===== src/ocd_defines.svh =====
// Opcode patterns, masks, field positions and reset values for the opcode decoder
`ifndef OCD_DEFINES_SVH
`define OCD_DEFINES_SVH

// Masks that ignore the direction/sign and size bits, the size bit only, or no bit
`define OCD_MSK_DW 8'hFC
`define OCD_MSK_W 8'hFE
`define OCD_MSK_ALL 8'hFF

// Two-bit-variable first bytes (xxxxxxdw / xxxxxxsw)
`define OCD_ADD_RM 8'h00
`define OCD_ADC_RM 8'h10
`define OCD_SUB_RM 8'h28
`define OCD_SBB_RM 8'h18
`define OCD_IMM_GRP 8'h80

// One-bit-variable first bytes (xxxxxxxw)
`define OCD_ADD_ACC 8'h04
`define OCD_ADC_ACC 8'h14
`define OCD_SUB_ACC 8'h2C
`define OCD_SBB_ACC 8'h1C
`define OCD_UNARY_GRP 8'hF6

// Fixed first bytes
`define OCD_SEG_IN 8'h8E
`define OCD_SEG_OUT 8'h8C
`define OCD_XLT 8'hD7
`define OCD_EA_LOAD 8'h8D
`define OCD_FAR_DS 8'hC5
`define OCD_FAR_ES 8'hC4
`define OCD_FLG_TO_AH 8'h9F
`define OCD_AH_TO_FLG 8'h9E
`define OCD_ASC_PROD 8'hD4
`define OCD_ASC_QUOT 8'hD5
`define OCD_SEXT_B 8'h98
`define OCD_SEXT_W 8'h99
`define OCD_ASC_SUM 8'h37
`define OCD_BCD_SUM 8'h27
`define OCD_ASC_DIFF 8'h3F
`define OCD_BCD_DIFF 8'h2F

// Fixed second byte of the two ASCII product and quotient adjust opcodes
`define OCD_FIXED_2ND 8'h0A

// Sub-field values in bits 5:3 of the addressing byte
`define OCD_SUB_ADD 3'h0
`define OCD_SUB_ADC 3'h2
`define OCD_SUB_SBB 3'h3
`define OCD_SUB_SUBT 3'h5
`define OCD_SUB_UPROD 3'h4
`define OCD_SUB_SPROD 3'h5
`define OCD_SUB_UQUOT 3'h6
`define OCD_SUB_SQUOT 3'h7

// Opcode and addressing byte field positions
`define OCD_BIT_SIZE 0
`define OCD_BIT_DIR 1
`define OCD_BIT_SEG_ZERO 5
`define OCD_MOD_HI 7
`define OCD_MOD_LO 6
`define OCD_SEL_HI 5
`define OCD_SEL_LO 3
`define OCD_LOC_HI 2
`define OCD_LOC_LO 0

// Addressing forms
`define OCD_MOD_NODISP 2'h0
`define OCD_MOD_DISP8 2'h1
`define OCD_MOD_DISP16 2'h2
`define OCD_MOD_REG 2'h3
`define OCD_LOC_DIRECT 3'h6

// Reset values
`define OCD_RST_BYTE 8'h00
`define OCD_RST_WORD 16'h0000

`endif


===== src/ocd_pkg.sv =====
// Types shared by the opcode decoder modules
package ocd_pkg;

   // Decoded operation
   typedef enum logic [4:0] {
      OCD_OP_NONE,
      OCD_OP_ADD,
      OCD_OP_SUM_WITH_CARRY_OP,
      OCD_OP_SUBTRACT,
      OCD_OP_DIFF_WITH_BORROW_OP,
      OCD_OP_TRANSFER_OP,
      OCD_OP_TABLE_LOOKUP_OP,
      OCD_OP_EFFECTIVE_ADDR_LOAD_OP,
      OCD_OP_FAR_POINTER_LOAD_DATA_SEG,
      OCD_OP_FAR_POINTER_LOAD_EXTRA_SEG,
      OCD_OP_FLAGS_TO_HIGH_ACC,
      OCD_OP_HIGH_ACC_TO_FLAGS,
      OCD_OP_UNSIGNED_PRODUCT_OP,
      OCD_OP_SIGNED_PRODUCT_OP,
      OCD_OP_UNSIGNED_QUOTIENT_OP,
      OCD_OP_SIGNED_QUOTIENT_OP,
      OCD_OP_ASCII_PRODUCT_FIX,
      OCD_OP_ASCII_QUOTIENT_PREP,
      OCD_OP_BYTE_SIGN_EXTEND,
      OCD_OP_WORD_SIGN_EXTEND,
      OCD_OP_ASCII_SUM_FIX,
      OCD_OP_BCD_SUM_FIX,
      OCD_OP_ASCII_DIFF_FIX,
      OCD_OP_BCD_DIFF_FIX
   } ocd_op_type;

   // Opcode groups resolved by the addressing byte
   typedef enum logic [1:0] {
      OCD_GRP_NONE,
      OCD_GRP_IMM,
      OCD_GRP_UNARY
   } ocd_grp_type;

   // Immediate data length rule
   typedef enum logic [1:0] {
      OCD_IMM_NONE,
      OCD_IMM_W,
      OCD_IMM_SW
   } ocd_imm_type;

   // Byte collection states
   typedef enum logic [2:0] {
      OCD_ST_OPC,
      OCD_ST_MODRM,
      OCD_ST_DISP_LO,
      OCD_ST_DISP_HI,
      OCD_ST_IMM_LO,
      OCD_ST_IMM_HI,
      OCD_ST_FIX
   } ocd_state_type;

endpackage


===== src/ocd_dec_if.sv =====
// Carrier between the decoder top and its first-byte and sub-field decoders
`timescale 1ns/1ps
`default_nettype none

interface ocd_dec_if;
   import ocd_pkg::*;

   // First byte and its classification
   logic [7:0] opc_byte;
   ocd_op_type fb_op;
   ocd_grp_type fb_grp;
   ocd_imm_type fb_imm;
   logic fb_known;
   logic fb_modrm;
   logic fb_fixed2;
   logic fb_word;
   logic fb_to_reg;
   logic fb_sign;
   logic fb_seg;
   logic fb_seg_chk;

   // Sub-field selection
   ocd_grp_type sub_grp;
   logic [2:0] sub_reg;
   ocd_op_type sub_op;
   logic sub_known;

   modport top (
      output opc_byte, sub_grp, sub_reg,
      input fb_op, fb_grp, fb_imm, fb_known, fb_modrm, fb_fixed2, fb_word,
      input fb_to_reg, fb_sign, fb_seg, fb_seg_chk, sub_op, sub_known
   );
   modport first (
      input opc_byte,
      output fb_op, fb_grp, fb_imm, fb_known, fb_modrm, fb_fixed2, fb_word,
      output fb_to_reg, fb_sign, fb_seg, fb_seg_chk
   );
   modport sub (
      input sub_grp, sub_reg,
      output sub_op, sub_known
   );
endinterface

`default_nettype wire


===== src/ocd_top.sv =====
// Opcode decoder for data transfer and arithmetic instructions
`timescale 1ns/1ps
`default_nettype none
`include "ocd_defines.svh"

module ocd_top
   import ocd_pkg::*;
(
   // Clock and reset
   input wire logic ref_clk,
   input wire logic rst_n,
   // Instruction byte stream from fetch
   input wire logic byte_valid,
   input wire logic [7:0] byte_data,
   // Decoded instruction
   output logic instr_valid,
   output var ocd_op_type instr_op,
   output logic op_word,
   output logic op_to_reg,
   output logic seg_operand,
   output logic [2:0] operand_sel,
   output logic [1:0] addr_form,
   output logic [2:0] operand_loc,
   output logic mem_operand,
   output logic [15:0] disp_data,
   output logic [15:0] imm_data,
   // Status
   output logic decode_err,
   output logic busy
);
   ocd_dec_if dif ();

   ocd_first_byte u_first (
      .dif(dif)
   );

   ocd_sub_sel u_sub (
      .dif(dif)
   );

   // Held instruction state
   ocd_state_type state_r, state_nxt;
   ocd_op_type op_r;
   ocd_grp_type grp_r;
   ocd_imm_type imm_kind_r;
   logic word_r;
   logic to_reg_r;
   logic sign_r;
   logic seg_r;
   logic seg_chk_r;
   logic disp_two_r;
   logic [1:0] form_r;
   logic [2:0] sel_r;
   logic [2:0] loc_r;
   logic mem_r;
   logic [15:0] disp_r;
   logic [15:0] imm_r;
   logic valid_r, valid_nxt;
   logic err_r, err_nxt;
   logic busy_r;

   // Byte capture strobes
   logic take_opc, take_modrm, take_disp_lo, take_disp_hi, take_imm_lo, take_imm_hi;

   // Carrier drive: opcode classify on live byte, sub-field on addressing byte
   assign dif.opc_byte = byte_data;
   assign dif.sub_grp = grp_r;
   assign dif.sub_reg = byte_data[`OCD_SEL_HI:`OCD_SEL_LO];

   // Addressing byte fields of the byte being taken
   wire [1:0] in_mod = byte_data[`OCD_MOD_HI:`OCD_MOD_LO];
   wire [2:0] in_loc = byte_data[`OCD_LOC_HI:`OCD_LOC_LO];
   wire in_direct = (in_mod == `OCD_MOD_NODISP) && (in_loc == `OCD_LOC_DIRECT);
   wire in_disp_two = (in_mod == `OCD_MOD_DISP16) || in_direct;
   wire in_disp_any = in_disp_two || (in_mod == `OCD_MOD_DISP8);
   wire in_mem = in_mod != `OCD_MOD_REG;

   // Checks made on the addressing byte and on the fixed second byte
   wire grp_bad = (grp_r != OCD_GRP_NONE) && !dif.sub_known;
   wire seg_bad = seg_chk_r && byte_data[`OCD_BIT_SEG_ZERO];
   wire fix_ok = byte_data == `OCD_FIXED_2ND;

   // Immediate length: w forms take two bytes for w, the sign group only for s:w = 01
   wire imm_need = imm_kind_r != OCD_IMM_NONE;
   wire imm_two = (imm_kind_r == OCD_IMM_W) ? word_r : (word_r && !sign_r);
   wire [15:0] imm_lo_val = sign_r ? {{8{byte_data[7]}}, byte_data} : {8'h00, byte_data};
   wire [15:0] disp_lo_val = {{8{byte_data[7]}}, byte_data};

   // Next state and capture strobes
   always_comb
   begin
      state_nxt = state_r;
      valid_nxt = 1'b0;
      err_nxt = 1'b0;
      take_opc = 1'b0;
      take_modrm = 1'b0;
      take_disp_lo = 1'b0;
      take_disp_hi = 1'b0;
      take_imm_lo = 1'b0;
      take_imm_hi = 1'b0;
      if (byte_valid)
      begin
         case (state_r)
            OCD_ST_OPC:
            begin
               take_opc = 1'b1;
               if (!dif.fb_known)
                  err_nxt = 1'b1;
               else if (dif.fb_fixed2)
                  state_nxt = OCD_ST_FIX;
               else if (dif.fb_modrm)
                  state_nxt = OCD_ST_MODRM;
               else if (dif.fb_imm != OCD_IMM_NONE)
                  state_nxt = OCD_ST_IMM_LO;
               else
                  valid_nxt = 1'b1;
            end
            OCD_ST_MODRM:
            begin
               take_modrm = 1'b1;
               if (grp_bad || seg_bad)
               begin
                  err_nxt = 1'b1;
                  state_nxt = OCD_ST_OPC;
               end
               else if (in_disp_any)
                  state_nxt = OCD_ST_DISP_LO;
               else if (imm_need)
                  state_nxt = OCD_ST_IMM_LO;
               else
               begin
                  valid_nxt = 1'b1;
                  state_nxt = OCD_ST_OPC;
               end
            end
            OCD_ST_DISP_LO:
            begin
               take_disp_lo = 1'b1;
               if (disp_two_r)
                  state_nxt = OCD_ST_DISP_HI;
               else if (imm_need)
                  state_nxt = OCD_ST_IMM_LO;
               else
               begin
                  valid_nxt = 1'b1;
                  state_nxt = OCD_ST_OPC;
               end
            end
            OCD_ST_DISP_HI:
            begin
               take_disp_hi = 1'b1;
               if (imm_need)
                  state_nxt = OCD_ST_IMM_LO;
               else
               begin
                  valid_nxt = 1'b1;
                  state_nxt = OCD_ST_OPC;
               end
            end
            OCD_ST_IMM_LO:
            begin
               take_imm_lo = 1'b1;
               if (imm_two)
                  state_nxt = OCD_ST_IMM_HI;
               else
               begin
                  valid_nxt = 1'b1;
                  state_nxt = OCD_ST_OPC;
               end
            end
            OCD_ST_IMM_HI:
            begin
               take_imm_hi = 1'b1;
               valid_nxt = 1'b1;
               state_nxt = OCD_ST_OPC;
            end
            OCD_ST_FIX:
            begin
               valid_nxt = fix_ok;
               err_nxt = !fix_ok;
               state_nxt = OCD_ST_OPC;
            end
            default:
               state_nxt = OCD_ST_OPC;
         endcase
      end
   end

   // State and status flags
   always_ff @(posedge ref_clk)
   begin
      if (!rst_n)
      begin
         state_r <= OCD_ST_OPC;
         valid_r <= 1'b0;
         err_r <= 1'b0;
         busy_r <= 1'b0;
      end
      else
      begin
         state_r <= state_nxt;
         valid_r <= valid_nxt;
         err_r <= err_nxt;
         busy_r <= state_nxt != OCD_ST_OPC;
      end
   end

   // Opcode attributes, latched with the first byte
   always_ff @(posedge ref_clk)
   begin
      if (!rst_n)
      begin
         grp_r <= OCD_GRP_NONE;
         imm_kind_r <= OCD_IMM_NONE;
         word_r <= 1'b0;
         to_reg_r <= 1'b0;
         sign_r <= 1'b0;
         seg_r <= 1'b0;
         seg_chk_r <= 1'b0;
      end
      else if (take_opc)
      begin
         grp_r <= dif.fb_grp;
         imm_kind_r <= dif.fb_imm;
         word_r <= dif.fb_word;
         to_reg_r <= dif.fb_to_reg;
         sign_r <= dif.fb_sign;
         seg_r <= dif.fb_seg;
         seg_chk_r <= dif.fb_seg_chk;
      end
   end

   // Operation: first byte, then refined by the sub-field for grouped opcodes
   always_ff @(posedge ref_clk)
   begin
      if (!rst_n)
         op_r <= OCD_OP_NONE;
      else if (take_opc)
         op_r <= dif.fb_op;
      else if (take_modrm && (grp_r != OCD_GRP_NONE))
         op_r <= dif.sub_op;
   end

   // Addressing byte fields
   always_ff @(posedge ref_clk)
   begin
      if (!rst_n || take_opc)
      begin
         form_r <= 2'h0;
         sel_r <= 3'h0;
         loc_r <= 3'h0;
         mem_r <= 1'b0;
         disp_two_r <= 1'b0;
      end
      else if (take_modrm)
      begin
         form_r <= in_mod;
         sel_r <= byte_data[`OCD_SEL_HI:`OCD_SEL_LO];
         loc_r <= in_loc;
         mem_r <= in_mem;
         disp_two_r <= in_disp_two;
      end
   end

   // Displacement and immediate data
   always_ff @(posedge ref_clk)
   begin
      if (!rst_n || take_opc)
      begin
         disp_r <= `OCD_RST_WORD;
         imm_r <= `OCD_RST_WORD;
      end
      else
      begin
         if (take_disp_lo)
            disp_r <= disp_lo_val;
         if (take_disp_hi)
            disp_r[15:8] <= byte_data;
         if (take_imm_lo)
            imm_r <= imm_lo_val;
         if (take_imm_hi)
            imm_r[15:8] <= byte_data;
      end
   end

   // Outputs straight from flip-flops
   assign instr_valid = valid_r;
   assign instr_op = op_r;
   assign op_word = word_r;
   assign op_to_reg = to_reg_r;
   assign seg_operand = seg_r;
   assign operand_sel = sel_r;
   assign addr_form = form_r;
   assign operand_loc = loc_r;
   assign mem_operand = mem_r;
   assign disp_data = disp_r;
   assign imm_data = imm_r;
   assign decode_err = err_r;
   assign busy = busy_r;
endmodule

`default_nettype wire


===== src/ocd_first_byte.sv =====
// First-byte classifier of the opcode decoder
`timescale 1ns/1ps
`default_nettype none
`include "ocd_defines.svh"

module ocd_first_byte
   import ocd_pkg::*;
(
   // Decoder carrier
   ocd_dec_if.first dif
);
   wire [7:0] b = dif.opc_byte;

   // Pattern matches
   wire m_add_rm = (b & `OCD_MSK_DW) == `OCD_ADD_RM;
   wire m_add_acc = (b & `OCD_MSK_W) == `OCD_ADD_ACC;
   wire m_adc_rm = (b & `OCD_MSK_DW) == `OCD_ADC_RM;
   wire m_adc_acc = (b & `OCD_MSK_W) == `OCD_ADC_ACC;
   wire m_sub_rm = (b & `OCD_MSK_DW) == `OCD_SUB_RM;
   wire m_sub_acc = (b & `OCD_MSK_W) == `OCD_SUB_ACC;
   wire m_sbb_rm = (b & `OCD_MSK_DW) == `OCD_SBB_RM;
   wire m_sbb_acc = (b & `OCD_MSK_W) == `OCD_SBB_ACC;
   wire m_imm_grp = (b & `OCD_MSK_DW) == `OCD_IMM_GRP;
   wire m_unary = (b & `OCD_MSK_W) == `OCD_UNARY_GRP;
   wire m_seg_in = b == `OCD_SEG_IN;
   wire m_seg_out = b == `OCD_SEG_OUT;
   wire m_xlt = b == `OCD_XLT;
   wire m_eal = b == `OCD_EA_LOAD;
   wire m_fds = b == `OCD_FAR_DS;
   wire m_fes = b == `OCD_FAR_ES;
   wire m_fl2a = b == `OCD_FLG_TO_AH;
   wire m_a2fl = b == `OCD_AH_TO_FLG;
   wire m_apx = b == `OCD_ASC_PROD;
   wire m_aqp = b == `OCD_ASC_QUOT;
   wire m_sxb = b == `OCD_SEXT_B;
   wire m_sxw = b == `OCD_SEXT_W;
   wire m_asf = b == `OCD_ASC_SUM;
   wire m_bsf = b == `OCD_BCD_SUM;
   wire m_adf = b == `OCD_ASC_DIFF;
   wire m_bdf = b == `OCD_BCD_DIFF;

   // Forms that carry d and w bits, or only w; fixed opcodes that are word-sized, load a register, or are single bytes
   wire dw_form = m_add_rm | m_adc_rm | m_sub_rm | m_sbb_rm;
   wire w_form = m_add_acc | m_adc_acc | m_sub_acc | m_sbb_acc | m_imm_grp | m_unary;
   wire fixed_word = m_seg_in | m_seg_out | m_eal | m_fds | m_fes | m_sxw;
   wire to_reg_fixed = m_seg_in | m_eal | m_fds | m_fes;
   wire single = m_xlt | m_fl2a | m_a2fl | m_sxb | m_sxw | m_asf | m_bsf | m_adf | m_bdf;

   // Operation select
   assign dif.fb_op = (m_add_rm | m_add_acc) ? OCD_OP_ADD :
      (m_adc_rm | m_adc_acc) ? OCD_OP_SUM_WITH_CARRY_OP :
      (m_sub_rm | m_sub_acc) ? OCD_OP_SUBTRACT :
      (m_sbb_rm | m_sbb_acc) ? OCD_OP_DIFF_WITH_BORROW_OP :
      (m_seg_in | m_seg_out) ? OCD_OP_TRANSFER_OP :
      m_xlt ? OCD_OP_TABLE_LOOKUP_OP :
      m_eal ? OCD_OP_EFFECTIVE_ADDR_LOAD_OP :
      m_fds ? OCD_OP_FAR_POINTER_LOAD_DATA_SEG :
      m_fes ? OCD_OP_FAR_POINTER_LOAD_EXTRA_SEG :
      m_fl2a ? OCD_OP_FLAGS_TO_HIGH_ACC :
      m_a2fl ? OCD_OP_HIGH_ACC_TO_FLAGS :
      m_apx ? OCD_OP_ASCII_PRODUCT_FIX :
      m_aqp ? OCD_OP_ASCII_QUOTIENT_PREP :
      m_sxb ? OCD_OP_BYTE_SIGN_EXTEND :
      m_sxw ? OCD_OP_WORD_SIGN_EXTEND :
      m_asf ? OCD_OP_ASCII_SUM_FIX :
      m_bsf ? OCD_OP_BCD_SUM_FIX :
      m_adf ? OCD_OP_ASCII_DIFF_FIX :
      m_bdf ? OCD_OP_BCD_DIFF_FIX : OCD_OP_NONE;

   // Length, size and direction attributes
   assign dif.fb_grp = m_imm_grp ? OCD_GRP_IMM : (m_unary ? OCD_GRP_UNARY : OCD_GRP_NONE);
   assign dif.fb_imm = m_imm_grp ? OCD_IMM_SW :
      ((m_add_acc | m_adc_acc | m_sub_acc | m_sbb_acc) ? OCD_IMM_W : OCD_IMM_NONE);
   assign dif.fb_modrm = dw_form | m_imm_grp | m_unary | m_seg_in | m_seg_out | m_eal
      | m_fds | m_fes;
   assign dif.fb_fixed2 = m_apx | m_aqp;
   assign dif.fb_word = ((dw_form | w_form) & b[`OCD_BIT_SIZE]) | fixed_word;
   assign dif.fb_to_reg = (dw_form & b[`OCD_BIT_DIR]) | to_reg_fixed;
   assign dif.fb_sign = m_imm_grp & b[`OCD_BIT_DIR];
   assign dif.fb_seg = m_seg_in | m_seg_out;
   assign dif.fb_seg_chk = m_seg_in;
   assign dif.fb_known = dif.fb_modrm | dif.fb_fixed2 | single | m_add_acc | m_adc_acc
      | m_sub_acc | m_sbb_acc;
endmodule

`default_nettype wire


===== src/ocd_sub_sel.sv =====
// Sub-field operation selector for opcode groups resolved by the addressing byte
`timescale 1ns/1ps
`default_nettype none
`include "ocd_defines.svh"

module ocd_sub_sel
   import ocd_pkg::*;
(
   // Decoder carrier
   ocd_dec_if.sub dif
);
   // Immediate arithmetic group
   wire imm_g = dif.sub_grp == OCD_GRP_IMM;
   wire [2:0] r = dif.sub_reg;
   wire imm_add = imm_g & (r == `OCD_SUB_ADD);
   wire imm_adc = imm_g & (r == `OCD_SUB_ADC);
   wire imm_sbb = imm_g & (r == `OCD_SUB_SBB);
   wire imm_sub = imm_g & (r == `OCD_SUB_SUBT);

   // Product and quotient group
   wire un_g = dif.sub_grp == OCD_GRP_UNARY;
   wire un_up = un_g & (r == `OCD_SUB_UPROD);
   wire un_sp = un_g & (r == `OCD_SUB_SPROD);
   wire un_uq = un_g & (r == `OCD_SUB_UQUOT);
   wire un_sq = un_g & (r == `OCD_SUB_SQUOT);

   // Selected operation; other sub-fields are not handled here
   assign dif.sub_op = imm_add ? OCD_OP_ADD :
      imm_adc ? OCD_OP_SUM_WITH_CARRY_OP :
      imm_sbb ? OCD_OP_DIFF_WITH_BORROW_OP :
      imm_sub ? OCD_OP_SUBTRACT :
      un_up ? OCD_OP_UNSIGNED_PRODUCT_OP :
      un_sp ? OCD_OP_SIGNED_PRODUCT_OP :
      un_uq ? OCD_OP_UNSIGNED_QUOTIENT_OP :
      un_sq ? OCD_OP_SIGNED_QUOTIENT_OP : OCD_OP_NONE;
   assign dif.sub_known = imm_add | imm_adc | imm_sbb | imm_sub | un_up | un_sp | un_uq
      | un_sq;
endmodule

`default_nettype wire


===== config.mk =====
export PLATFORM = sky130hd
export DESIGN_NAME = ocd_top
export DESIGN_NICKNAME = d
export VERILOG_FILES = /design/src/ocd_pkg.sv /design/src/ocd_dec_if.sv /design/src/ocd_top.sv /design/src/ocd_first_byte.sv /design/src/ocd_sub_sel.sv
export VERILOG_INCLUDE_DIRS = /design/src /design/src/src
export SDC_FILE = /design/constraint.sdc
export NUM_CORES = 1
export LEC_CHECK = 0
export BUFFER_PORTS_ARGS = -buffer_cell sky130_fd_sc_hd__buf_4
export CAP_MARGIN = 20
export CORE_UTILIZATION = 37
export CTS_BUF_LIST = sky130_fd_sc_hd__clkbuf_16
export DETAILED_ROUTE_END_ITERATION = 12
export GPL_TIMING_DRIVEN = 1
export SKIP_CTS_REPAIR_TIMING = 1
export SKIP_LAST_GASP = 1
export SYNTH_ARGS = -nofsm -noshare
export SYNTH_HDL_FRONTEND = slang
export SYNTH_SLANG_ARGS = --single-unit

===== constraint.sdc =====
create_clock -name ref_clk -period 2.2 [get_ports ref_clk]
set_input_delay 0.22 -clock ref_clk [delete_from_list [all_inputs] [get_ports ref_clk]]
set_output_delay 0.22 -clock ref_clk [all_outputs]
set_load 0.01 [all_outputs]

### Word-level counts from Yosys, hierarchy flattened

Cells that the tools add are included.
W data, S select, Z words.

* flip-flop bits (word level): 62
* latch bits: 0
* bits in writable memories: 0
* ROM bits: 0
* bits of input ports: 11
* word-level logic and storage cells: 229
* memories: 0

* add/subtract/negate cells: 0
* multiply operators: 0
* divide/modulo/power cells: 0
* $lt $le $gt $ge: 0
* equality and inequality tests: 45
* shift-type cells: 0
* multiplexer cells: 75
* bitwise gates (word level): 63
* reduce and logical (&&, ||, !) cells: 25

Operators by type and width (count)
* $mux W5: 28
* $eq A8 B8 Y1 const B: 12
* $or A1 B1 Y1: 52
* $mux W16: 3
* $eq A8 B6 Y1 const B: 4
* $mux W3: 10
* $mux W1: 25
* $eq A3 B3 Y1 const B: 8
* $mux W8: 2
* $pmux W3 S5: 1
* $eq A7 B4 Y1 const B: 2
* $eq A3 B2 Y1 const B: 4
* $eq A6 B3 Y1 const B: 2
* $reduce_bool A2 Y1: 6
* $and A1 B1 Y1: 11
* $eq A8 B4 Y1 const B: 1
* $logic_not A8 Y1: 1
* $eq A7 B2 Y1 const B: 1
* $eq A7 B5 Y1 const B: 1
* $eq A7 B7 Y1 const B: 1
* $pmux W1 S7: 1
* $eq A2 B1 Y1 const B: 3
* $eq A6 B4 Y1 const B: 1
* $eq A6 B6 Y1 const B: 1
* 13 further kinds: 27

### Logic depth before layout (Yosys ltp)

Gate-level depths: netlist (run 1).

* word-level depth: 21
* gate-level depth with buffers: 8
* mapped depth without buffers: 6

### Modules after synthesis

Synthesis (run 1) repeated with hierarchy kept, for this count alone.

* cell total of the unflattened synthesis: 422
* area total of the unflattened synthesis: 3365.7 um^2

Modules (own cells, without submodules)
* ocd_top: times used 1, cells each 325, area each 2721.4 um^2, sequential area each 1241.2 um^2
* ocd_first_byte: times used 1, cells each 80, area each 535.5 um^2, sequential area each 0.0 um^2
* ocd_sub_sel: times used 1, cells each 17, area each 108.9 um^2, sequential area each 0.0 um^2

### Worst setup path after synthesis (run 1)

No wires, ideal clock.

* path type: input to register
* from: input port byte_data[5]
* to: register busy_r, in the netlist busy
* arrival time: 1.805 ns
* path slack: 0.261 ns
* cell stages on the path: 7
* path buffers: 1
* path through: buf_2 nor2_1 and4b_4 a211oi_2 nand2_2 a311o_1 or4_1

* word-level cells in the longest chain between the ends: 21

RTL lines
* start: declaration: line ocd_top.sv:14 `input wire logic [7:0] byte_data,`
* $eq A6 B3 Y1 (no line) or $logic_not A8 Y1 (tied branches)
* $or A1 B1 Y1 (3 in a row): line ocd_first_byte.sv:43 `wire dw_form = m_add_rm | m_adc_rm | m_sub_rm | m_sbb_rm;`
* $or A1 B1 Y1 (5 in a row): line ocd_first_byte.sv:74 `assign dif.fb_modrm = dw_form | m_imm_grp | m_unary | m_seg_in | m_seg_out | m_eal`
* $or A1 B1 Y1 (2 in a row): line ocd_first_byte.sv:75 `| m_fds | m_fes;`
* $or A1 B1 Y1 (4 in a row): line ocd_first_byte.sv:82 `assign dif.fb_known = dif.fb_modrm | dif.fb_fixed2 | single | m_add_acc | m_adc_acc`
* $or A1 B1 Y1 (2 in a row): line ocd_first_byte.sv:83 `| m_sub_acc | m_sbb_acc;`
* $mux W3: line ocd_top.sv:107 `if (!dif.fb_known)`
* $pmux W3 S5 *: line ocd_top.sv:103 `case (state_r)`
* $mux W3 *: line ocd_top.sv:101 `if (byte_valid)`
* $reduce_bool A3 Y1 *: line ocd_top.sv:204 `busy_r <= state_nxt != OCD_ST_OPC;`
* end signal: assignment: line ocd_top.sv:197 `busy_r <= 1'b0;`
* end signal: assignment: line ocd_top.sv:204
* end: declaration: line ocd_top.sv:60 `logic busy_r;`

Every way passes the cells marked *; elsewhere a longest branch is shown, timed or not.
A chain may end at the register's enable or synchronous reset.

### Worst setup path in the final report (run 1)

* from: register grp_r[0], in the netlist dif.sub_grp[0]
* to: register busy_r, in the netlist busy

* word-level cells in the longest chain between the ends: 16

RTL lines
* start: declaration: line ocd_top.sv:44 `ocd_grp_type grp_r;`
* start signal: assignment: line ocd_top.sv:223 `grp_r <= dif.fb_grp;`
* $eq A2 B1 Y1: line ocd_sub_sel.sv:13 `wire imm_g = dif.sub_grp == OCD_GRP_IMM;`
* $and A1 B1 Y1, on equally long branches: line ocd_sub_sel.sv:15, ocd_sub_sel.sv:16
* $or A1 B1 Y1 (6 in a row): line ocd_sub_sel.sv:36 `assign dif.sub_known = imm_add | imm_adc | imm_sbb | imm_sub | un_up | un_sp | un_uq`
* $or A1 B1 Y1: line ocd_sub_sel.sv:37 `| un_sq;`
* $logic_not A1 Y1: line ocd_top.sv:79 `wire grp_bad = (grp_r != OCD_GRP_NONE) && !dif.sub_known;`
* $logic_and A1 B1 Y1 *: line ocd_top.sv:79
* $logic_or A1 B1 Y1 *: line ocd_top.sv:121 `if (grp_bad || seg_bad)`
* $mux W3 *: line ocd_top.sv:121
* $pmux W3 S5 *: line ocd_top.sv:103
* $mux W3 *: line ocd_top.sv:101
* $reduce_bool A3 Y1 *: line ocd_top.sv:204

Marks and branches as above.

==> reports/qor.tcl, run 1 <==
set qor(run_status) {completed}
set qor(period_share) 0.9395
set qor(cp_top_family) {compound AO/OA/AOI/OAI gates}
set qor(maxSlewHeadroom) 0.5981
set qor(drv_cap) 0
set qor(min_period_ps) 2067
set qor(grt_first_pass_wirelength_mm) 15.97
set qor(setup-violations-final) 0
set qor(sequential_cell_area_fraction_in_the_yosys_report) 0.3827
set qor(required_time_at_the_worst_slack_endpoint_ps) 2410
set qor(internal_power_contribution_w) 0.002094
set qor(synth_top_cell_by_area) {sky130_fd_sc_hd__dfxtp_1}
set qor(finalHoldViolations) 0
set qor(sequential_cell_area_um2) 1221
set qor(clk_root_buffer_cell) {sky130_fd_sc_hd__clkbuf_16}
set qor(die-area_um2) 8998
set qor(synth.ff_latch_count) 61
set qor(detail_route.wirelength_mm) 10.01
set qor(vias_in_the_first_global_route) 3084
set qor(io_pins) 63
set qor(path_cells) {nor2b_1 -> o21ai_0 -> o31a_1 -> nor3_1 -> a311o_1 -> or4_1}
set qor(antenna_found_initial) 0
set qor(core_box_area_um2) 8299
set qor(clk_pin_slew_ps) 60
set qor(multi_input_logic_area_um2) 1792
set qor(synth_flop_type) {sky130_fd_sc_hd__dfxtp_1}
set qor(critical_path.n_buffers_inverters) 0
set qor(overflow) 0
set qor(post_route_cells_drive_above_1_share) 0.2297
set qor(clock_path_buffers) 2
set qor(tightestPinTransition_ps) 600.6
set qor(aggregate_negative_setup_slack_ps) 0
set qor(hp-class) {in2reg}
set qor(fmax_mhz) 483.8
set qor(port_buffers) 62
set qor(vias) 3368
set qor(yosys.cell_types.count) 58
set qor(diodes) 0
set qor(relative_contribution_of_combinational_cells_to_total_power) 0.102
set qor(globalplace.congestion) 0.9529
set qor(drt.antenna.violating_nets) 0
set qor(insertion_delay_ps) 330
set qor(combinational_family_with_the_most_area_after_synthesis) {simple AND/OR/NAND/NOR gates}
set qor(yosys_warnings) 0
set qor(number_of_enable_type_register_cells_in_the_synthesized_netlist) 0
set qor(fp-row-count) 33
set qor(worstPathArrival_ps) 2280
set qor(xor_and_xnor_area_share_after_synthesis) 0.008235
set qor(synth_compound_area_frac) 0.2612
set qor(critical_path.slowest_cell) {sky130_fd_sc_hd__or4_1}
set qor(clock_skew_ps) 5.847
set qor(power_switching_share) 0.2567
set qor(worst_setup_path_end_kind) {flip-flop}
set qor(initial_utilization) 0.3844
set qor(mappedNetlistArea_um2) 3191
set qor(yosys.area.top_type_share) 0.3827
set qor(fin_hold_ws_ps) 200.4
set qor(vdd_drop_max_v) 0.0003619
set qor(cts_inserted_buffers) 9
set qor(worst_path_largest_cell_delay_ps) 490
set qor(static-leakage-power_nw) 1.635
set qor(filler_cell_count) 818
set qor(clock_sink_count) 61
set qor(power_density_nw_per_um2) 675.2
set qor(place_hpwl_mm) 7.230
set qor(crit_fanout) 7
set qor(grt_usage) 0.2342
set qor(drcViolationCount) 0
set qor(synth_mux_area_frac) 0.003137
set qor(rsz0062_at_grt) {no}
set qor(report.power.total_w) 0.002818
set qor(power.share.clock) 0.499
set qor(syn-instance-count) 433
set qor(critical_path_class) {reg2reg}
set qor(wl_per_cell_um) 16.40
set qor(pin_count_of_the_biggest_net_entering_global_routing) 43
set qor(synth_async_sr_flop_share) 0
set qor(synth_area_per_cell_um2) 7.368
set qor(clock_tree_from_tritoncts) {built}
set qor(synth_simple_gate_area_share) 0.2890
set qor(area_contributors_post_synth) {sky130_fd_sc_hd__dfxtp_1 38%, sky130_fd_sc_hd__nand2_1 9.8%, sky130_fd_sc_hd__a21oi_1 8.9%, sky130_fd_sc_hd__nor2_1 4.2%, sky130_fd_sc_hd__clkbuf_1 3.1%}
set qor(finalMaxSlewViolations) 0
set qor(synth_fa_ha_area_frac) 0
set qor(die_y_um) 94.86
set qor(synth_fp_nets) 444
set qor(detail_route.first_pass.iterations) 5
set qor(total_switching_power_w) 0.0007234
set qor(finalNetCount) 511
set qor(fp.dieW_um) 94.86
set qor(post_drt_via_cell_ratio) 5.521
set qor(fin_util) 0.5028
set qor(worst_setup_path_start_kind) {flip-flop}
set qor(flow.area_growth_from_synthesis_pct) 30.78
set qor(sequentialPowerShare) 0.399
set qor(ctsHtreeMaxLevel) 3
set qor(detail_route.iter0.violations) 180
-- metrics by stage --
stage	area [um2]	cells	setup WS (ps)
after floorplan	3191	433	260.8
after detailed placement	3881	594	113.9
final	4173	610	133.1
after global placement	3881	594	120.1
after CTS	4173	610	144.3
after global routing	4173	610	53.28
-- Yosys cell counts (all sizes together) (4+ instances only) --
| cell | instances |
|---|---|
| nor4 | 4 |
| o21ai | 18 |
| a211oi | 8 |
| buf | 11 |
| nor2b | 8 |
| nor2 | 37 |
| a21o | 4 |
| inv | 6 |
| clkbuf | 26 |
| a31oi | 9 |
| dfxtp | 61 |
| nor3 | 9 |
| a22oi | 9 |
| o211ai | 4 |
| nand2b | 9 |
| a21oi | 57 |
| nand3 | 12 |
| nor3b | 5 |
| or2 | 4 |
| nand2 | 84 |
-- layout by cell type (no fill, tap or decap), types with 3 or more instances in the layout --
cell,Yosys,final
sky130_fd_sc_hd__nor3_1,8,8
sky130_fd_sc_hd__o211ai_1,4,4
sky130_fd_sc_hd__nor3b_1,5,5
sky130_fd_sc_hd__clkbuf_16,0,9
sky130_fd_sc_hd__dfxtp_1,61,61
sky130_fd_sc_hd__a211oi_1,7,7
sky130_fd_sc_hd__o31a_1,3,3
sky130_fd_sc_hd__buf_4,1,92
sky130_fd_sc_hd__nor2_1,36,36
sky130_fd_sc_hd__nand3_1,12,12
sky130_fd_sc_hd__nand4b_1,3,3
sky130_fd_sc_hd__a31oi_1,9,9
sky130_fd_sc_hd__nor2b_1,7,7
sky130_fd_sc_hd__a22oi_1,9,9
sky130_fd_sc_hd__nand2b_1,9,9
sky130_fd_sc_hd__o21ai_0,18,18
sky130_fd_sc_hd__or2_2,3,3
sky130_fd_sc_hd__nor4_1,4,4
sky130_fd_sc_hd__xnor2_1,3,3
sky130_fd_sc_hd__nand2_1,83,83
sky130_fd_sc_hd__o22ai_1,3,3
sky130_fd_sc_hd__a21o_1,4,4
sky130_fd_sc_hd__and2_1,3,3
sky130_fd_sc_hd__a21oi_1,57,57
sky130_fd_sc_hd__inv_1,6,7
-- path summary, 6_finish.rpt --
| kind | to | start | slack (ps) | cells after the start |
|---|---|---|---|---|
| setup / recovery | busy | dif.sub_grp[0] | 130 | 6 |
| hold / removal | instr_op[3] | rst_n | 200 | 3 |
| setup reg to reg | busy | dif.sub_grp[0] | 130 | 6 |
| hold reg to reg | imm_data[7] | imm_data[7] | 450 | 2 |
-- power groups by stage --
stage	clock, W	sequential [W]	combinational [W]
2_1_floorplan	0	0.00115	0.000170
5_1_grt	0.00147	0.00113	0.000315
4_1_cts	0.00142	0.00112	0.000285
3_5_place_dp	0	0.00115	0.000283
6_report	0.00141	0.00112	0.000287
3_3_place_gp	0	0.00115	0.000287
-- layout make-up --
cell class	count	area share
Clock buffer	9	0.05397
Tap cell	105	0.03148
Multi-Input combinational cell	328	0.4294
Sequential cell	61	0.2927
Clock inverter	7	0.01589
Timing Repair Buffer	93	0.1703
Inverter	7	0.006297
-- kinds of logic (layout without fill, tap and decap cells) --
| logic type | Yosys count | in the layout |
|---|---|---|
| compound gates | 133 | 133 |
| buf+inv | 44 | 116 |
| mux | 1 | 1 |
| flops | 61 | 61 |
| simple gates | 191 | 191 |
| xor+xnor | 3 | 3 |
-- routing by layer --
metal  vias to the layer above  global-route usage  part of all wire
met5                         -                   0                 0
met4                         0             0.07576             0.013
met3                        12             0.04267             0.057
met2                       109              0.3711              0.46
met1                      1577              0.3196              0.47
li1                       1670                   -                 -
-- worst min-delay path, cell delays in order --
cell	delay (ps)
sky130_fd_sc_hd__buf_4	150
sky130_fd_sc_hd__o21ai_0	80
sky130_fd_sc_hd__nor2_1	40
No activity file was read; power rests on OpenSTA's default activity.
==> run 2: changes to the inputs <==
Settings changed: CORE_ASPECT_RATIO set to 1.4.
==> reports/qor.tcl, run 2 (synthesis results as in run 1) <==
set qor(post_route_cells_drive_above_1_share) 0.2397
set qor(layout.cells.most_common_list) {97 x sky130_fd_sc_hd__buf_4, 83 x sky130_fd_sc_hd__nand2_1, 61 x sky130_fd_sc_hd__dfxtp_1}
set qor(fp-row-count) 39
set qor(min_period_ps) 1997
set qor(finalHoldViolations) 0
set qor(detail_route.iter0.violations) 259
set qor(vias_in_the_first_global_route) 3248
set qor(timing.hold.worst.start) {rst_n}
set qor(pin_count_of_the_biggest_net_entering_global_routing) 43
set qor(diodes) 0
set qor(finalMaxSlewViolations) 0
set qor(power_density_nw_per_um2) 648.6
set qor(hold_path_end) {decode_err}
set qor(grt_usage) 0.2387
set qor(globalplace.congestion) 0.9061
set qor(die-area_um2) 9004
set qor(antenna_found_initial) 0
set qor(detail_route.first_pass.iterations) 5
set qor(clk_pin_slew_ps) 50
set qor(clock_tree_from_tritoncts) {built}
set qor(layoutNonFillerInstCount) 611
set qor(post_drt_via_cell_ratio) 5.545
set qor(setup-violations-final) 0
set qor(run_status) {completed}
set qor(ff_to_ff_start) {state_r[2]}
set qor(core_box_area_um2) 8247
set qor(rsz0062_at_grt) {no}
set qor(aggregate_negative_setup_slack_ps) 0
set qor(hp-class) {in2reg}
set qor(most_common_cell_after_layout_fill_and_taps_aside) {sky130_fd_sc_hd__buf_4}
set qor(finalNetCount) 515
set qor(clock_sink_count) 61
set qor(grt_first_pass_wirelength_mm) 16.42
set qor(wl_per_cell_um) 16.74
set qor(static-leakage-power_nw) 1.638
set qor(clock_skew_ps) 4.732
set qor(required_time_at_the_worst_slack_endpoint_ps) 2390
set qor(clock_path_buffers) 2
set qor(maxSlewHeadroom) 0.5507
set qor(worstPathArrival_ps) 2190
set qor(holdPathStages) 3
set qor(drt.antenna.violating_nets) 0
set qor(overflow) 0
set qor(insertion_delay_ps) 330
set qor(vdd_drop_max_v) 0.0005190
set qor(io_pins) 63
set qor(placed_cells) 595
set qor(filler_cell_count) 833
set qor(clk_root_buffer_cell) {sky130_fd_sc_hd__clkbuf_16}
set qor(worst_setup_path_end_kind) {flip-flop}
set qor(place_area_um2) 3895
set qor(reg2regPathDepth) 6
set qor(tightestPinTransition_ps) 668.9
set qor(fp.dieW_um) 80.48
set qor(crit_fanout) 11
set qor(port_buffers) 62
set qor(flow.area_growth_from_synthesis_pct) 30.75
set qor(vias) 3388
set qor(detail_route.wirelength_mm) 10.23
set qor(die_y_um) 111.9
set qor(rrSetupSlack_ps) 200
set qor(final_area_um2) 4172
set qor(fmax_mhz) 500.8
set qor(drv_cap) 0
set qor(place_hpwl_mm) 7.553
set qor(cts_inserted_buffers) 9
set qor(critical_path_class) {reg2reg}
set qor(period_share) 0.9077
set qor(initial_utilization) 0.3869
set qor(ctsHtreeMaxLevel) 3
set qor(fin_hold_ws_ps) 217.2
set qor(drcViolationCount) 0
set qor(worstReg2RegEnd) {imm_data[12]}
set qor(worst_setup_path_start_kind) {flip-flop}
-- run 2: worst max path at each step --
| stage | start | endpoint | slack [ps] | cells past startpoint |
|---|---|---|---|---|
| final | state_r[2] | imm_data[12] | 200 | 6 |
| after global routing | state_r[2] | imm_data[8] | 60 | 6 |
| after CTS | dif.sub_grp[0] | busy | 120 | 6 |
| after detailed placement | byte_data[3] | busy | 100 | 7 |
| after global placement | byte_data[4] | state_r[2] | 90 | 8 |
| after floorplan | byte_data[5] | busy | 260 | 7 |
-- run 2: layout make-up --
type                       count  area (um2)  area share
clock inverter                 7       51.30     0.01230
multi-input combinational    328        1792      0.4295
timing repair buffer          97       728.2      0.1746
inverter                       7       26.28    0.006299
clock buffer                   9       225.2     0.05399
tap                          102       127.6     0.03059
sequential                    61        1221      0.2927
-- run 2: routing by layer --
| metal | vias to the layer above | GRT usage | wire length [um] |
|---|---|---|---|
| met4 | 0 | 0.1107 | 239 |
| met5 | - | 0 | 0 |
| met2 | 108 | 0.3938 | 5061 |
| met1 | 1585 | 0.2942 | 4495 |
| met3 | 19 | 0.04508 | 431 |
| li1 | 1676 | - | - |
-- run 2: metrics by stage --
step           total power (W)    util  worst slack [ps]
2_1_floorplan         0.001320       -             260.8
3_3_place_gp          0.001438  0.4723             93.63
3_5_place_dp          0.001436  0.4723             103.2
4_1_cts               0.002728  0.5058             115.6
5_1_grt               0.002796  0.5058             60.66
6_report              0.002706  0.5058             203.1
-- run 2: where the power goes --
part	total (W)	internal, W	switching (W)
clock	0.00129	0.000764	0.000527
combinational	0.000290	0.000109	0.000181
sequential	0.00113	0.00112	0.00000871
total	0.00271	0.00199	0.000716
-- run 2: worst max-delay path, cell delays in order (launching register included) --
cell and delay (ps):
sky130_fd_sc_hd__dfxtp_1 550, sky130_fd_sc_hd__buf_4 210, sky130_fd_sc_hd__nand2_1 90, sky130_fd_sc_hd__nor2_1 450
sky130_fd_sc_hd__nor2_1 270, sky130_fd_sc_hd__a22oi_1 210, sky130_fd_sc_hd__a21oi_1 90
==> run 3: changes to the inputs <==
Settings changed: CORE_ASPECT_RATIO 1.4 to 0.75.
Clock period 2.2 ns to 2.6 ns, I/O delays scaled along.
==> reports/qor.tcl, run 3 (synthesis results as in run 1) <==
set qor(run_status) {completed}
set qor(critical_path.slowest_cell) {sky130_fd_sc_hd__o21ai_0}
set qor(ctsHtreeMaxLevel) 3
set qor(port_buffers) 62
set qor(core_box_area_um2) 8128
set qor(place_hpwl_mm) 7.338
set qor(detail_route.wirelength_mm) 10.34
set qor(clock_skew_ps) 5.133
set qor(required_time_at_the_worst_slack_endpoint_ps) 2790
set qor(drv_cap) 0
set qor(detail_route.first_pass.iterations) 5
set qor(finalHoldViolations) 0
set qor(path_cells) {nand2b_1 -> or2_2 -> o21ai_0 -> o2111ai_1 -> o211ai_1 -> a21oi_1}
set qor(globalplace.congestion) 0.9339
set qor(fp.dieW_um) 109.2
set qor(setup-violations-final) 0
set qor(post_route_cells_drive_above_1_share) 0.2053
set qor(layout.cells.most_common_list) {83 x sky130_fd_sc_hd__nand2_1, 75 x sky130_fd_sc_hd__buf_4, 61 x sky130_fd_sc_hd__dfxtp_1}
set qor(final_area_um2) 4034
set qor(most_common_cell_after_layout_fill_and_taps_aside) {sky130_fd_sc_hd__nand2_1}
set qor(hp-class) {in2reg}
set qor(wl_per_cell_um) 17.46
set qor(power_density_nw_per_um2) 590.8
set qor(clk_root_buffer_cell) {sky130_fd_sc_hd__clkbuf_16}
set qor(worst_setup_path_end_kind) {flip-flop}
set qor(vdd_drop_max_v) 0.0003827
set qor(drcViolationCount) 0
set qor(grt_first_pass_wirelength_mm) 16.53
set qor(cts_inserted_buffers) 9
set qor(fin_hold_ws_ps) 262.8
set qor(finalNetCount) 493
set qor(flow.area_growth_from_synthesis_pct) 26.43
set qor(critical_path_class) {reg2reg}
set qor(vias) 3347
set qor(insertion_delay_ps) 340
set qor(antenna_found_initial) 0
set qor(cp_top_family) {compound AO/OA/AOI/OAI gates}
set qor(post_drt_via_cell_ratio) 5.654
set qor(period_share) 0.8321
set qor(initial_utilization) 0.3925
set qor(static-leakage-power_nw) 1.538
set qor(rsz0062_at_grt) {no}
set qor(io_pins) 63
set qor(clk_pin_slew_ps) 60
set qor(clock_sink_count) 61
set qor(worst_path_largest_cell_delay_ps) 490
set qor(rrSetupSlack_ps) 440
set qor(clock_path_buffers) 2
set qor(drt.antenna.violating_nets) 0
set qor(min_period_ps) 2164
set qor(fmax_mhz) 462.2
set qor(diodes) 0
set qor(die_y_um) 82.42
set qor(overflow) 0
set qor(fp-row-count) 28
set qor(crit_fanout) 13
set qor(filler_cell_count) 812
set qor(pin_count_of_the_biggest_net_entering_global_routing) 27
set qor(die-area_um2) 9002
set qor(maxSlewHeadroom) 0.5785
set qor(grt_usage) 0.2457
set qor(tightestPinTransition_ps) 626.5
set qor(aggregate_negative_setup_slack_ps) 0
set qor(clock_tree_from_tritoncts) {built}
set qor(finalMaxSlewViolations) 0
set qor(detail_route.iter0.violations) 204
set qor(critical_path.n_buffers_inverters) 0
set qor(worstPathArrival_ps) 2350
set qor(place_area_um2) 3734
set qor(vias_in_the_first_global_route) 3144
set qor(worst_setup_path_start_kind) {flip-flop}
==> run 3: power by group <==
part / leakage, nW / total, W / internal (W) / switching (W)
Clock: 0.138 / 0.00120 / 0.000744 / 0.000458
Combinational: 0.908 / 0.000229 / 0.0000751 / 0.000154
Sequential: 0.492 / 0.000951 / 0.000945 / 0.00000671
==> run 3: stage by stage <==
step           utilization  power, W  cells  worst slack [ps]
2_1_floorplan            -  0.001117    433             620.8
3_3_place_gp        0.4594  0.001198    576             387.5
3_5_place_dp        0.4594  0.001197    576             311.1
4_1_cts             0.4963  0.002394    592             486.1
5_1_grt             0.4963  0.002468    592             362.3
6_report            0.4963  0.002383    592             436.5
==> run 3: layout make-up <==
cell class / instances / area, um2 / share of cell area
inverters: 7 / 26.28 / 0.006514
flip-flops and latches: 61 / 1221 / 0.3027
clock buffers: 9 / 225.2 / 0.05583
clock inverters: 7 / 75.07 / 0.01861
multi-input cells: 328 / 1792 / 0.4442
well taps: 105 / 131.4 / 0.03257
repair buffers: 75 / 563.0 / 0.1396
==> run 3: worst paths after layout <==
check / start / to / depth (start not counted)
worst max-delay path: state_r[1] / instr_op[0] / 6
worst min register to register: instr_op[1] / instr_op[1] / 2
worst max register to register: state_r[1] / instr_op[0] / 6
worst min-delay path: rst_n / instr_op[3] / 3
==> run 3: metal layers <==
metal	share of wire	track usage	wire length [um]	up-vias
met5	0	0	0	-
met4	0.012	0.08000	123	0
met3	0.064	0.06750	658	13
met1	0.49	0.3427	5045	1593
met2	0.44	0.3648	4507	109
li1	-	-	-	1632
==> run 3: worst reg2reg max path, delay by kind of cell, from the launching register on <==
kind | cells | cell delay [ps]
flip-flops | 1 | 420
AO/OA/AOI/OAI | 4 | 910
AND/OR/NAND/NOR | 2 | 700
